File: src/common/sramc_pkg.sv
// Constants, state encoding and timing counts for the asynchronous byte-wide memory controller.
package sramc_pkg;

	localparam int SRAMC_ADDR_W = 15;
	localparam int SRAMC_DATA_W = 8;
	localparam int SRAMC_CLK_NS = 4;

	// Slow-grade figures, which also satisfy the fast grade.
	localparam int SRAMC_ACCESS_NS = 70;
	localparam int SRAMC_WINDOW_NS = 50;
	localparam int SRAMC_READ_CYCLE_NS = 70;
	localparam int SRAMC_OE_OFF_NS = 30;

	// Least times round up to whole cycles.
	localparam int SRAMC_ACCESS_CYC = (SRAMC_ACCESS_NS + SRAMC_CLK_NS - 1) / SRAMC_CLK_NS;
	localparam int SRAMC_WINDOW_CYC = (SRAMC_WINDOW_NS + SRAMC_CLK_NS - 1) / SRAMC_CLK_NS;
	localparam int SRAMC_RECOVER_CYC = (SRAMC_READ_CYCLE_NS + SRAMC_CLK_NS - 1) / SRAMC_CLK_NS;
	localparam int SRAMC_TURN_CYC = (SRAMC_OE_OFF_NS + SRAMC_CLK_NS - 1) / SRAMC_CLK_NS;

	localparam int SRAMC_CNT_W = 6;

	typedef enum logic [2:0] {
		SRAMC_IDLE = 3'b000,
		SRAMC_READ = 3'b001,
		SRAMC_WRITE = 3'b010,
		SRAMC_TURN = 3'b011,
		SRAMC_RETAIN = 3'b100,
		SRAMC_RECOVER = 3'b101
	} sramc_state_e;

endpackage

File: src/hw/sramc_host.sv
// Host-side controller that runs read and write cycles on the asynchronous byte-wide memory.
module sramc_host (
	input wire logic sys_clk,
	input wire logic sys_rst,
	input wire logic req_valid,
	input wire logic req_write,
	input wire logic [sramc_pkg::SRAMC_ADDR_W-1:0] req_addr,
	input wire logic [sramc_pkg::SRAMC_DATA_W-1:0] req_wdata,
	output logic req_ready,
	output logic rsp_valid,
	output logic [sramc_pkg::SRAMC_DATA_W-1:0] rsp_rdata,
	input wire logic retain_req,
	output logic retain_ack,
	output logic [sramc_pkg::SRAMC_ADDR_W-1:0] address_bus,
	input wire logic [sramc_pkg::SRAMC_DATA_W-1:0] data_bus_i,
	output logic [sramc_pkg::SRAMC_DATA_W-1:0] data_bus_o,
	output logic data_bus_oe,
	output logic chip_sel_n,
	output logic out_en_n,
	output logic wr_strobe_n
);
	import sramc_pkg::*;

	// ****************************************************************
	// Sequencer
	// ****************************************************************
	sramc_state_e state_q, state_d;
	logic [SRAMC_CNT_W-1:0] cnt_q, cnt_d;
	logic [SRAMC_ADDR_W-1:0] addr_q, addr_d;
	logic [SRAMC_DATA_W-1:0] wdata_q, wdata_d, rdata_q, rdata_d;
	logic rsp_q, rsp_d;
	logic cs_n_q, cs_n_d, oe_n_q, oe_n_d, we_n_q, we_n_d, drv_q, drv_d;

	function automatic logic [SRAMC_CNT_W-1:0] cyc(input int n);
		cyc = SRAMC_CNT_W'(n - 1);
	endfunction

	assign req_ready = (state_q == SRAMC_IDLE) && !retain_req;
	assign retain_ack = (state_q == SRAMC_RETAIN);

	always_comb begin
		state_d = state_q;
		cnt_d = cnt_q;
		addr_d = addr_q;
		wdata_d = wdata_q;
		rdata_d = rdata_q;
		rsp_d = 1'b0;
		cs_n_d = cs_n_q;
		oe_n_d = oe_n_q;
		we_n_d = we_n_q;
		drv_d = drv_q;
		case (state_q)
			SRAMC_IDLE: begin
				cs_n_d = 1'b1;
				oe_n_d = 1'b1;
				we_n_d = 1'b1;
				drv_d = 1'b0;
				if (retain_req) begin
					state_d = SRAMC_RETAIN;
				end else if (req_valid) begin
					addr_d = req_addr;
					wdata_d = req_wdata;
					cs_n_d = 1'b0;
					if (req_write) begin
						// OE held high over the write
						// write decoded by CS and WE low
						we_n_d = 1'b0;
						drv_d = 1'b1;
						cnt_d = cyc(SRAMC_WINDOW_CYC);
						state_d = SRAMC_WRITE;
					end else begin
						oe_n_d = 1'b0;
						cnt_d = cyc(SRAMC_ACCESS_CYC);
						state_d = SRAMC_READ;
					end
				end
			end
			SRAMC_READ: begin
				// sample only after the access time
				if (cnt_q == '0) begin
					rdata_d = data_bus_i;
					rsp_d = 1'b1;
					cs_n_d = 1'b1;
					oe_n_d = 1'b1;
					cnt_d = cyc(SRAMC_TURN_CYC);
					state_d = SRAMC_TURN;
				end else begin
					cnt_d = cnt_q - 1'b1;
				end
			end
			SRAMC_WRITE: begin
				// strobe low for the full window
				if (cnt_q == '0) begin
					cs_n_d = 1'b1;
					we_n_d = 1'b1;
					// The memory needs no data hold past the strobe, so the pins are freed with it.
					// Keeping them driven longer would only widen the window for a clash on the bus.
					drv_d = 1'b0;
					state_d = SRAMC_IDLE;
				end else begin
					cnt_d = cnt_q - 1'b1;
				end
			end
			SRAMC_TURN: begin
				// wait for memory outputs to float
				if (cnt_q == '0) begin
					state_d = SRAMC_IDLE;
				end else begin
					cnt_d = cnt_q - 1'b1;
				end
			end
			SRAMC_RETAIN: begin
				if (!retain_req) begin
					cnt_d = cyc(SRAMC_RECOVER_CYC);
					state_d = SRAMC_RECOVER;
				end
			end
			SRAMC_RECOVER: begin
				if (cnt_q == '0) begin
					state_d = SRAMC_IDLE;
				end else begin
					cnt_d = cnt_q - 1'b1;
				end
			end
			default: begin
				state_d = SRAMC_IDLE;
			end
		endcase
	end

	always_ff @(posedge sys_clk or posedge sys_rst) begin
		if (sys_rst) begin
			state_q <= SRAMC_IDLE;
			cnt_q <= '0;
			addr_q <= '0;
			wdata_q <= '0;
			rdata_q <= '0;
			rsp_q <= 1'b0;
			cs_n_q <= 1'b1;
			oe_n_q <= 1'b1;
			we_n_q <= 1'b1;
			drv_q <= 1'b0;
		end else begin
			state_q <= state_d;
			cnt_q <= cnt_d;
			addr_q <= addr_d;
			wdata_q <= wdata_d;
			rdata_q <= rdata_d;
			rsp_q <= rsp_d;
			cs_n_q <= cs_n_d;
			oe_n_q <= oe_n_d;
			we_n_q <= we_n_d;
			drv_q <= drv_d;
		end
	end

	// fifteen address bits reach the memory
	assign address_bus = addr_q;
	// shared data pins driven only on writes
	assign data_bus_o = wdata_q;
	assign data_bus_oe = drv_q;
	assign chip_sel_n = cs_n_q;
	assign out_en_n = oe_n_q;
	assign wr_strobe_n = we_n_q;
	assign rsp_valid = rsp_q;
	assign rsp_rdata = rdata_q;
endmodule

File: config.mk
export PLATFORM = sky130hd
export DESIGN_NAME = sramc_host
export DESIGN_NICKNAME = d
export VERILOG_FILES = /design/src/common/sramc_pkg.sv /design/src/hw/sramc_host.sv
export SDC_FILE = /design/constraint.sdc
export NUM_CORES = 1
export LEC_CHECK = 0
export ABC_CLOCK_PERIOD_IN_PS = 2400
export BUFFER_PORTS_ARGS = -buffer_cell sky130_fd_sc_hd__buf_2
export CAP_MARGIN = 5
export CORE_ASPECT_RATIO = 1.5
export CORE_MARGIN = 2
export CORE_UTILIZATION = 49
export CTS_CLUSTER_DIAMETER = 40
export DETAILED_ROUTE_END_ITERATION = 12
export HOLD_SLACK_MARGIN = 0.12
export PLACE_DENSITY = 0.79
export SETUP_SLACK_MARGIN = 0.15
export SLEW_MARGIN = 20
export SYNTH_ARGS = -nofsm -noshare
export SYNTH_HDL_FRONTEND = slang
export SYNTH_SLANG_ARGS = --single-unit
File: constraint.sdc
create_clock -name sys_clk -period 2.4 [get_ports sys_clk]
set_input_delay 0 -clock sys_clk [delete_from_list [all_inputs] [get_ports sys_clk]]
set_output_delay 0 -clock sys_clk [all_outputs]
set_load 0.005 [all_outputs]
# Yosys cells after proc, flatten, opt, wreduce, memory -nomap -nowiden
# Index checks and enable logic that the tools add are counted.
[word_totals] ff_bits=45 latch_bits=0 ramBits=0 romBits=0 input_bits=36 output_inout_bits=38 elab_cells=75 n_memories=0
[classes] n_addsub=1 mul=0 div=0 magnitude_cmp=0 eq_ne=14 shift=0 muxes=32 n_bitwise=1 reduce_logical=17
[ops] operator="$mux W6" n=5
[ops] operator="$pmux W6 S4" n=1
[ops] operator="$mux W3" n=5
[ops] operator="$mux W1" n=14
[ops] operator="$ne A2 B2 Y1 const B" n=6
[ops] operator="$pmux W3 S4" n=1
[ops] operator="$pmux W1 S2" n=4
[ops] operator="$reduce_and A2 Y1" n=4
[ops] operator="$eq A3 B2 Y1 const B" n=2
[ops] operator="$eq A3 B3 Y1 const B" n=2
[ops] operator="$logic_not A6 Y1" n=1
[ops] operator="$reduce_bool A2 Y1" n=3
[ops] operator="$sub A6 B1 Y6 const B" n=1
[ops] operator="$mux W5" n=1
[ops] operator="$reduce_and A5 Y1" n=1
[ops] operator="$ne A2 B1 Y1 const B" n=2
[ops] operator="$reduce_and A4 Y1" n=1
[ops] operator="$reduce_bool A4 Y1" n=1
[ops] operator="$eq A3 B1 Y1 const B" n=1
[ops] operator="$logic_not A3 Y1" n=1
[ops] operator="$ne A3 B3 Y1 const B" n=1
[ops] operator="$reduce_and A3 Y1" n=1
[ops] operator="$reduce_or A3 Y1" n=1
[ops] operator="$mux W2" n=1
[ops] operator="other kinds (4)" n=4

# Logic depth before layout (Yosys ltp)
[logic_depth] word_depth=4 ltp_mapped=7

# Worst setup path after synthesis
# OpenSTA, ideal clock, no wires.
[synth_timing] path_kind="reg2reg" startpoint="register cnt_q[0]" endpoint="register cnt_q[5]" t_arrival_ns=1.816 required_time_ns=2.266 slack_ns=0.450 stages_incl_launch_ff=8 period_less_slack_ns=1.950 cell_sequence="dfrtp_1 inv_1 ha_1 or4b_1 buf_2 o31ai_4 or2_2 o32ai_1"
[synth_via] elab_chain_len=3 elab_cells_between_ends=7 cone_classes="add/sub: 1; eq/ne: 1; mux: 3; reduce/logical: 2"
[synth_rtl] item="start, declared" line="sramc_host.sv:28" text="logic [SRAMC_CNT_W-1:0] cnt_q, cnt_d;"
[synth_rtl] item="start signal, assigned" line="sramc_host.sv:145" text="cnt_q <= cnt_d;"
[synth_rtl] item="$sub A6 B1 Y6 or $logic_not A6 Y1 (tied branches)"
[synth_rtl] item="$mux W6, or another cell as far along" line="sramc_host.sv:93, sramc_host.sv:106, sramc_host.sv:119"
[synth_rtl] item="$pmux W6 S4 or $reduce_and A5 Y1 (tied branches)"
# Parallel ways exist; a longest one is shown, timed or not. The select of a mux whose other input is x is not followed.
# A chain may end at the register's enable or synchronous reset.

# Worst setup path after layout
[layout_timing] startpoint="register cnt_q[0]" endpoint="register cnt_q[2]"
# Same word-level chain as after synthesis.

==> results <==
- In the layout the commonest cells are sky130_fd_sc_hd__nand2_1 (80), sky130_fd_sc_hd__buf_2 (73), sky130_fd_sc_hd__dfrtp_1 (42), sky130_fd_sc_hd__dlygate4sd3_1 (34), sky130_fd_sc_hd__a21oi_1 (9).
- In the final timing run, aggregate negative setup slack is 0 ns.
- For the worst setup path, the data required time is 2.61 ns.
- The via count of the first global-routing pass is 1950.
- The placed instance area is 2430 µm².
- The worst setup slack for register-to-register paths is 0.27 ns.
- Static timing analysis puts the maximum clock frequency at 470 MHz.
- The layout has 296 filler cells.
- The area used by multi-input combinational logic is 841 µm².
- Power spread over the standard cell area amounts to 1120 nW/µm².
- The congestion estimate from routability-driven global placement came to 0.917.
- The clock latency at the later pin of the worst-skew pair is 0.29 ns.
- The kind of capture point of the worst setup path is a flop.
- The run finished with clean final reports.
- The HPWL reported at the end of detailed placement is 3250 µm.
- The core region area is 3960 µm².
- Counting every sink on the clock net gives 45.
- The flip-flop and latch count after synthesis is 45.
- The most area-hungry cell type in the Yosys netlist is sky130_fd_sc_hd__dfrtp_1.
- The largest fanout on the critical path is 7.
- The overall routed net length is 5460 µm.
- After detailed routing, the number of vias per cell comes to 5.36.
- Entering global routing, the biggest net connects 46 pins.
- The number of buffers added by the clock tree synthesis step is 5.
- The post-route minimum period is 2.13 ns.
- Max-cap violations in this run came to 0.
- The number of pins exceeding their max-slew limit in the final report is 0.
- The clock tree from TritonCTS is yes.
- In this run the remaining antenna-violating nets after routing total 0.
- The post-synthesis cell type count is 40.
- The number of H-tree branching levels is 2.
- The count of buffers added on input and output ports is 73.
- STA classifies the critical path startpoint as a flop.
- Sorting the synthesized cells by area gives the leading types as sky130_fd_sc_hd__dfrtp_1 (52%), sky130_fd_sc_hd__nand2_1 (15%), sky130_fd_sc_hd__mux2_2 (4.4%).
- Sequential elements use 55.6% of the synthesized area.
- In this run the critical register-to-register path is launched from cnt_q[0].
- Synthesis produced a netlist whose cell count is 216.
- The kind of path behind the tightest hold check is in2reg.
- The mapped netlist covers 2030 µm².
- The synthesized design contains 0 enable-type register cells.
- After detailed routing, the average wire length per cell comes to 14.8 µm.
- The static power due to leakage is 0.00150 µW.
- Summing all flip-flop and latch instances after layout gives 1130 µm².
- The number of rows created at floorplan is 28.
- For this run, the leading register cell type out of synthesis is sky130_fd_sc_hd__dfrtp_1.
- The critical path in this run is classified as reg2reg.
- The headroom to the max-slew limit is 38.4%.
- The count of pins on the block boundary is 74.
- Summing all non-filler instances in the final layout gives an area of 2890 µm².
- The net count of the finished layout is 361.
- The clock-pin slew of the registers on the worst-case setup and hold paths is 0.08 ns.
- The completed layout was analyzed and its total power is 3240 µW.
- The overflow left after global routing is 0.
- The share of layout cells above drive strength 1 is 31.7%.
- The count of endpoints failing setup in the final report is 0.
- In this run the horizontal extent of the chip is 56.6 µm.
- The initial utilization of the core area, before any placement, comes to 51.4%.
- The average cell area after synthesis is 9.41 µm².
- The area growth from synthesis to layout is 42.1%.
- The capturing element of the worst setup path is cnt_q[2].
- The worst register-to-register path ends at cnt_q[2].
- The arrival time of data at the critical path endpoint is 2.34 ns.
- The library cell used most frequently in the layout, excluding fill and tap cells, is sky130_fd_sc_hd__nand2_1.
- The repair_antennas step left the layout with diodes totalling 0.
- The Yosys step of the flow raised 0 warnings.
- The share of synthesized area in the top cell type comes to 51.7%.
- The number of antenna violations at the first check in global routing is 0.
- The count of endpoints failing hold in the final timing report is 0.
- For this run, design rule violations remaining after detail routing come to 0.
- The path depth of the worst reg2reg path is 7.
- The root buffer cell chosen for the clock tree is sky130_fd_sc_hd__clkbuf_8.
- The first global-routing pass estimated 8860 µm of wire.
- For this block, the initial DRC count from the detailed router was 104.
- Counting flops with an async set or reset pin after synthesis yields a share of 100%.
- In the finished design, the share of the clock period the worst path needs comes to 88.6%.
- The die outline height is 82.9 µm.
- The die area is 4690 µm².
- The maximum clock insertion buffer count is 2.
- For the pin with the worst max-slew slack, the measured transition is 0.923 ns.
- In this run the worst setup path begins at cnt_q[0].
- Clock skew on the completed layout was measured at 0.00391 ns.
- Setup repair after global routing left no endpoint under its margin.
- For this run, the total global-route usage over all layers was measured as 23.3%.
- Across the VDD grid, the largest voltage drop is 0.000899 V.
- The number of nets in the synthesized netlist is 253.
- The vias after detailed routing is 1984.
- The first detailed-routing pass took 4 iterations.
critical path: stages (launching register included):
cell and delay, ns:
sky130_fd_sc_hd__dfrtp_1 0.41, sky130_fd_sc_hd__inv_1 0.07, sky130_fd_sc_hd__ha_1 0.25, sky130_fd_sc_hd__or4b_4 0.55
sky130_fd_sc_hd__o31ai_4 0.36, sky130_fd_sc_hd__buf_4 0.19, sky130_fd_sc_hd__nor3_1 0.04, sky130_fd_sc_hd__o22ai_1 0.17
area by class of cell:
type | instances | share of cell area [%]
inverter | 8 | 1.04
tap | 45 | 1.95
clock buffer | 6 | 2.86
multi-input combinational | 153 | 29.1
sequential | 45 | 39.1
clock inverter | 2 | 0.476
timing repair buffer | 111 | 25.5
state kept, by name, indices dropped and copies added, names as in the netlist:
signal / count
cnt_q: 6
rsp_rdata: 8
state_q: 3
out_en_n: 1
chip_sel_n: 1
rsp_valid: 1
data_bus_o: 8
wr_strobe_n: 1
data_bus_oe: 1
address_bus: 15
cells in the mapped netlist (2+ instances only):
cell type,n
sky130_fd_sc_hd__mux2_2,8
sky130_fd_sc_hd__o22ai_1,2
sky130_fd_sc_hd__nor3_1,5
sky130_fd_sc_hd__o31ai_1,3
sky130_fd_sc_hd__a31oi_1,3
sky130_fd_sc_hd__nand2b_1,5
sky130_fd_sc_hd__nand3_1,3
sky130_fd_sc_hd__clkbuf_1,7
sky130_fd_sc_hd__or3_1,2
sky130_fd_sc_hd__inv_1,8
sky130_fd_sc_hd__dfrtp_1,42
sky130_fd_sc_hd__a21oi_1,9
sky130_fd_sc_hd__buf_2,3
sky130_fd_sc_hd__a211oi_1,2
sky130_fd_sc_hd__nand2_1,80
sky130_fd_sc_hd__nor2_1,6
sky130_fd_sc_hd__dfstp_2,3
sky130_fd_sc_hd__o21ai_0,3
power breakdown:
| part | internal (µW) | total [µW] | leakage, µW | switching, µW |
|---|---|---|---|---|
| clock network | 233 | 487 | 0.0000512 | 253 |
| logic | 663 | 1360 | 0.000894 | 699 |
| registers | 1110 | 1390 | 0.000553 | 275 |
| total | 2010 | 3240 | 0.00150 | 1230 |
worst min-delay path by stage:
stage,start,slack [ns],end,cells after the start
floorplan,retain_req,0.03,req_ready,1
global placement,req_wdata[3],0.19,data_bus_o[3],3
global route,req_valid,0.22,state_q[1],4
finish,req_valid,0.18,state_q[1],4
detailed placement,req_wdata[1],0.19,data_bus_o[1],3
CTS,req_valid,0.16,state_q[1],4
cell families after synthesis:
group,after synthesis,share of synthesized area (%)
AND/OR/NAND/NOR,109,23.3
adder cells (fa/ha/maj),1,0.615
AO/OA/AOI/OAI,35,12.6
multiplexers,8,4.43
buffers and inverters,18,3.51
flip-flops,45,55.6
timing repair:
action	4_1_cts	5_1_grt
setup buffers	0	2
endpoints found under the setup margin	0	14
hold endpoints to repair	80	0
gates resized for setup	0	2
hold buffers	34	0
per-stage QoR:
stage | utilization (%) | setup WS [ns] | hold WS, ns | std cells
detailed placement | 61.3 | 0.180 | 0.194 | 326
global route | 73.0 | 0.222 | 0.215 | 370
finish | 73.0 | 0.275 | 0.181 | 370
CTS | 72.4 | 0.194 | 0.157 | 368
floorplan | - | 0.450 | 0.0311 | 216
global placement | 61.3 | 0.208 | 0.190 | 326
per-layer routing:
| metal | part of all wire (%) | wire length [µm] | track usage, % |
|---|---|---|---|
| met4 | 1.4 | 76 | 5.84 |
| met1 | 40 | 2190 | 30.3 |
| met2 | 53 | 2910 | 39.7 |
| met5 | 0 | 0 | 0 |
| met3 | 5.3 | 287 | 4.05 |
No activity file was read; power rests on OpenSTA's default activity.
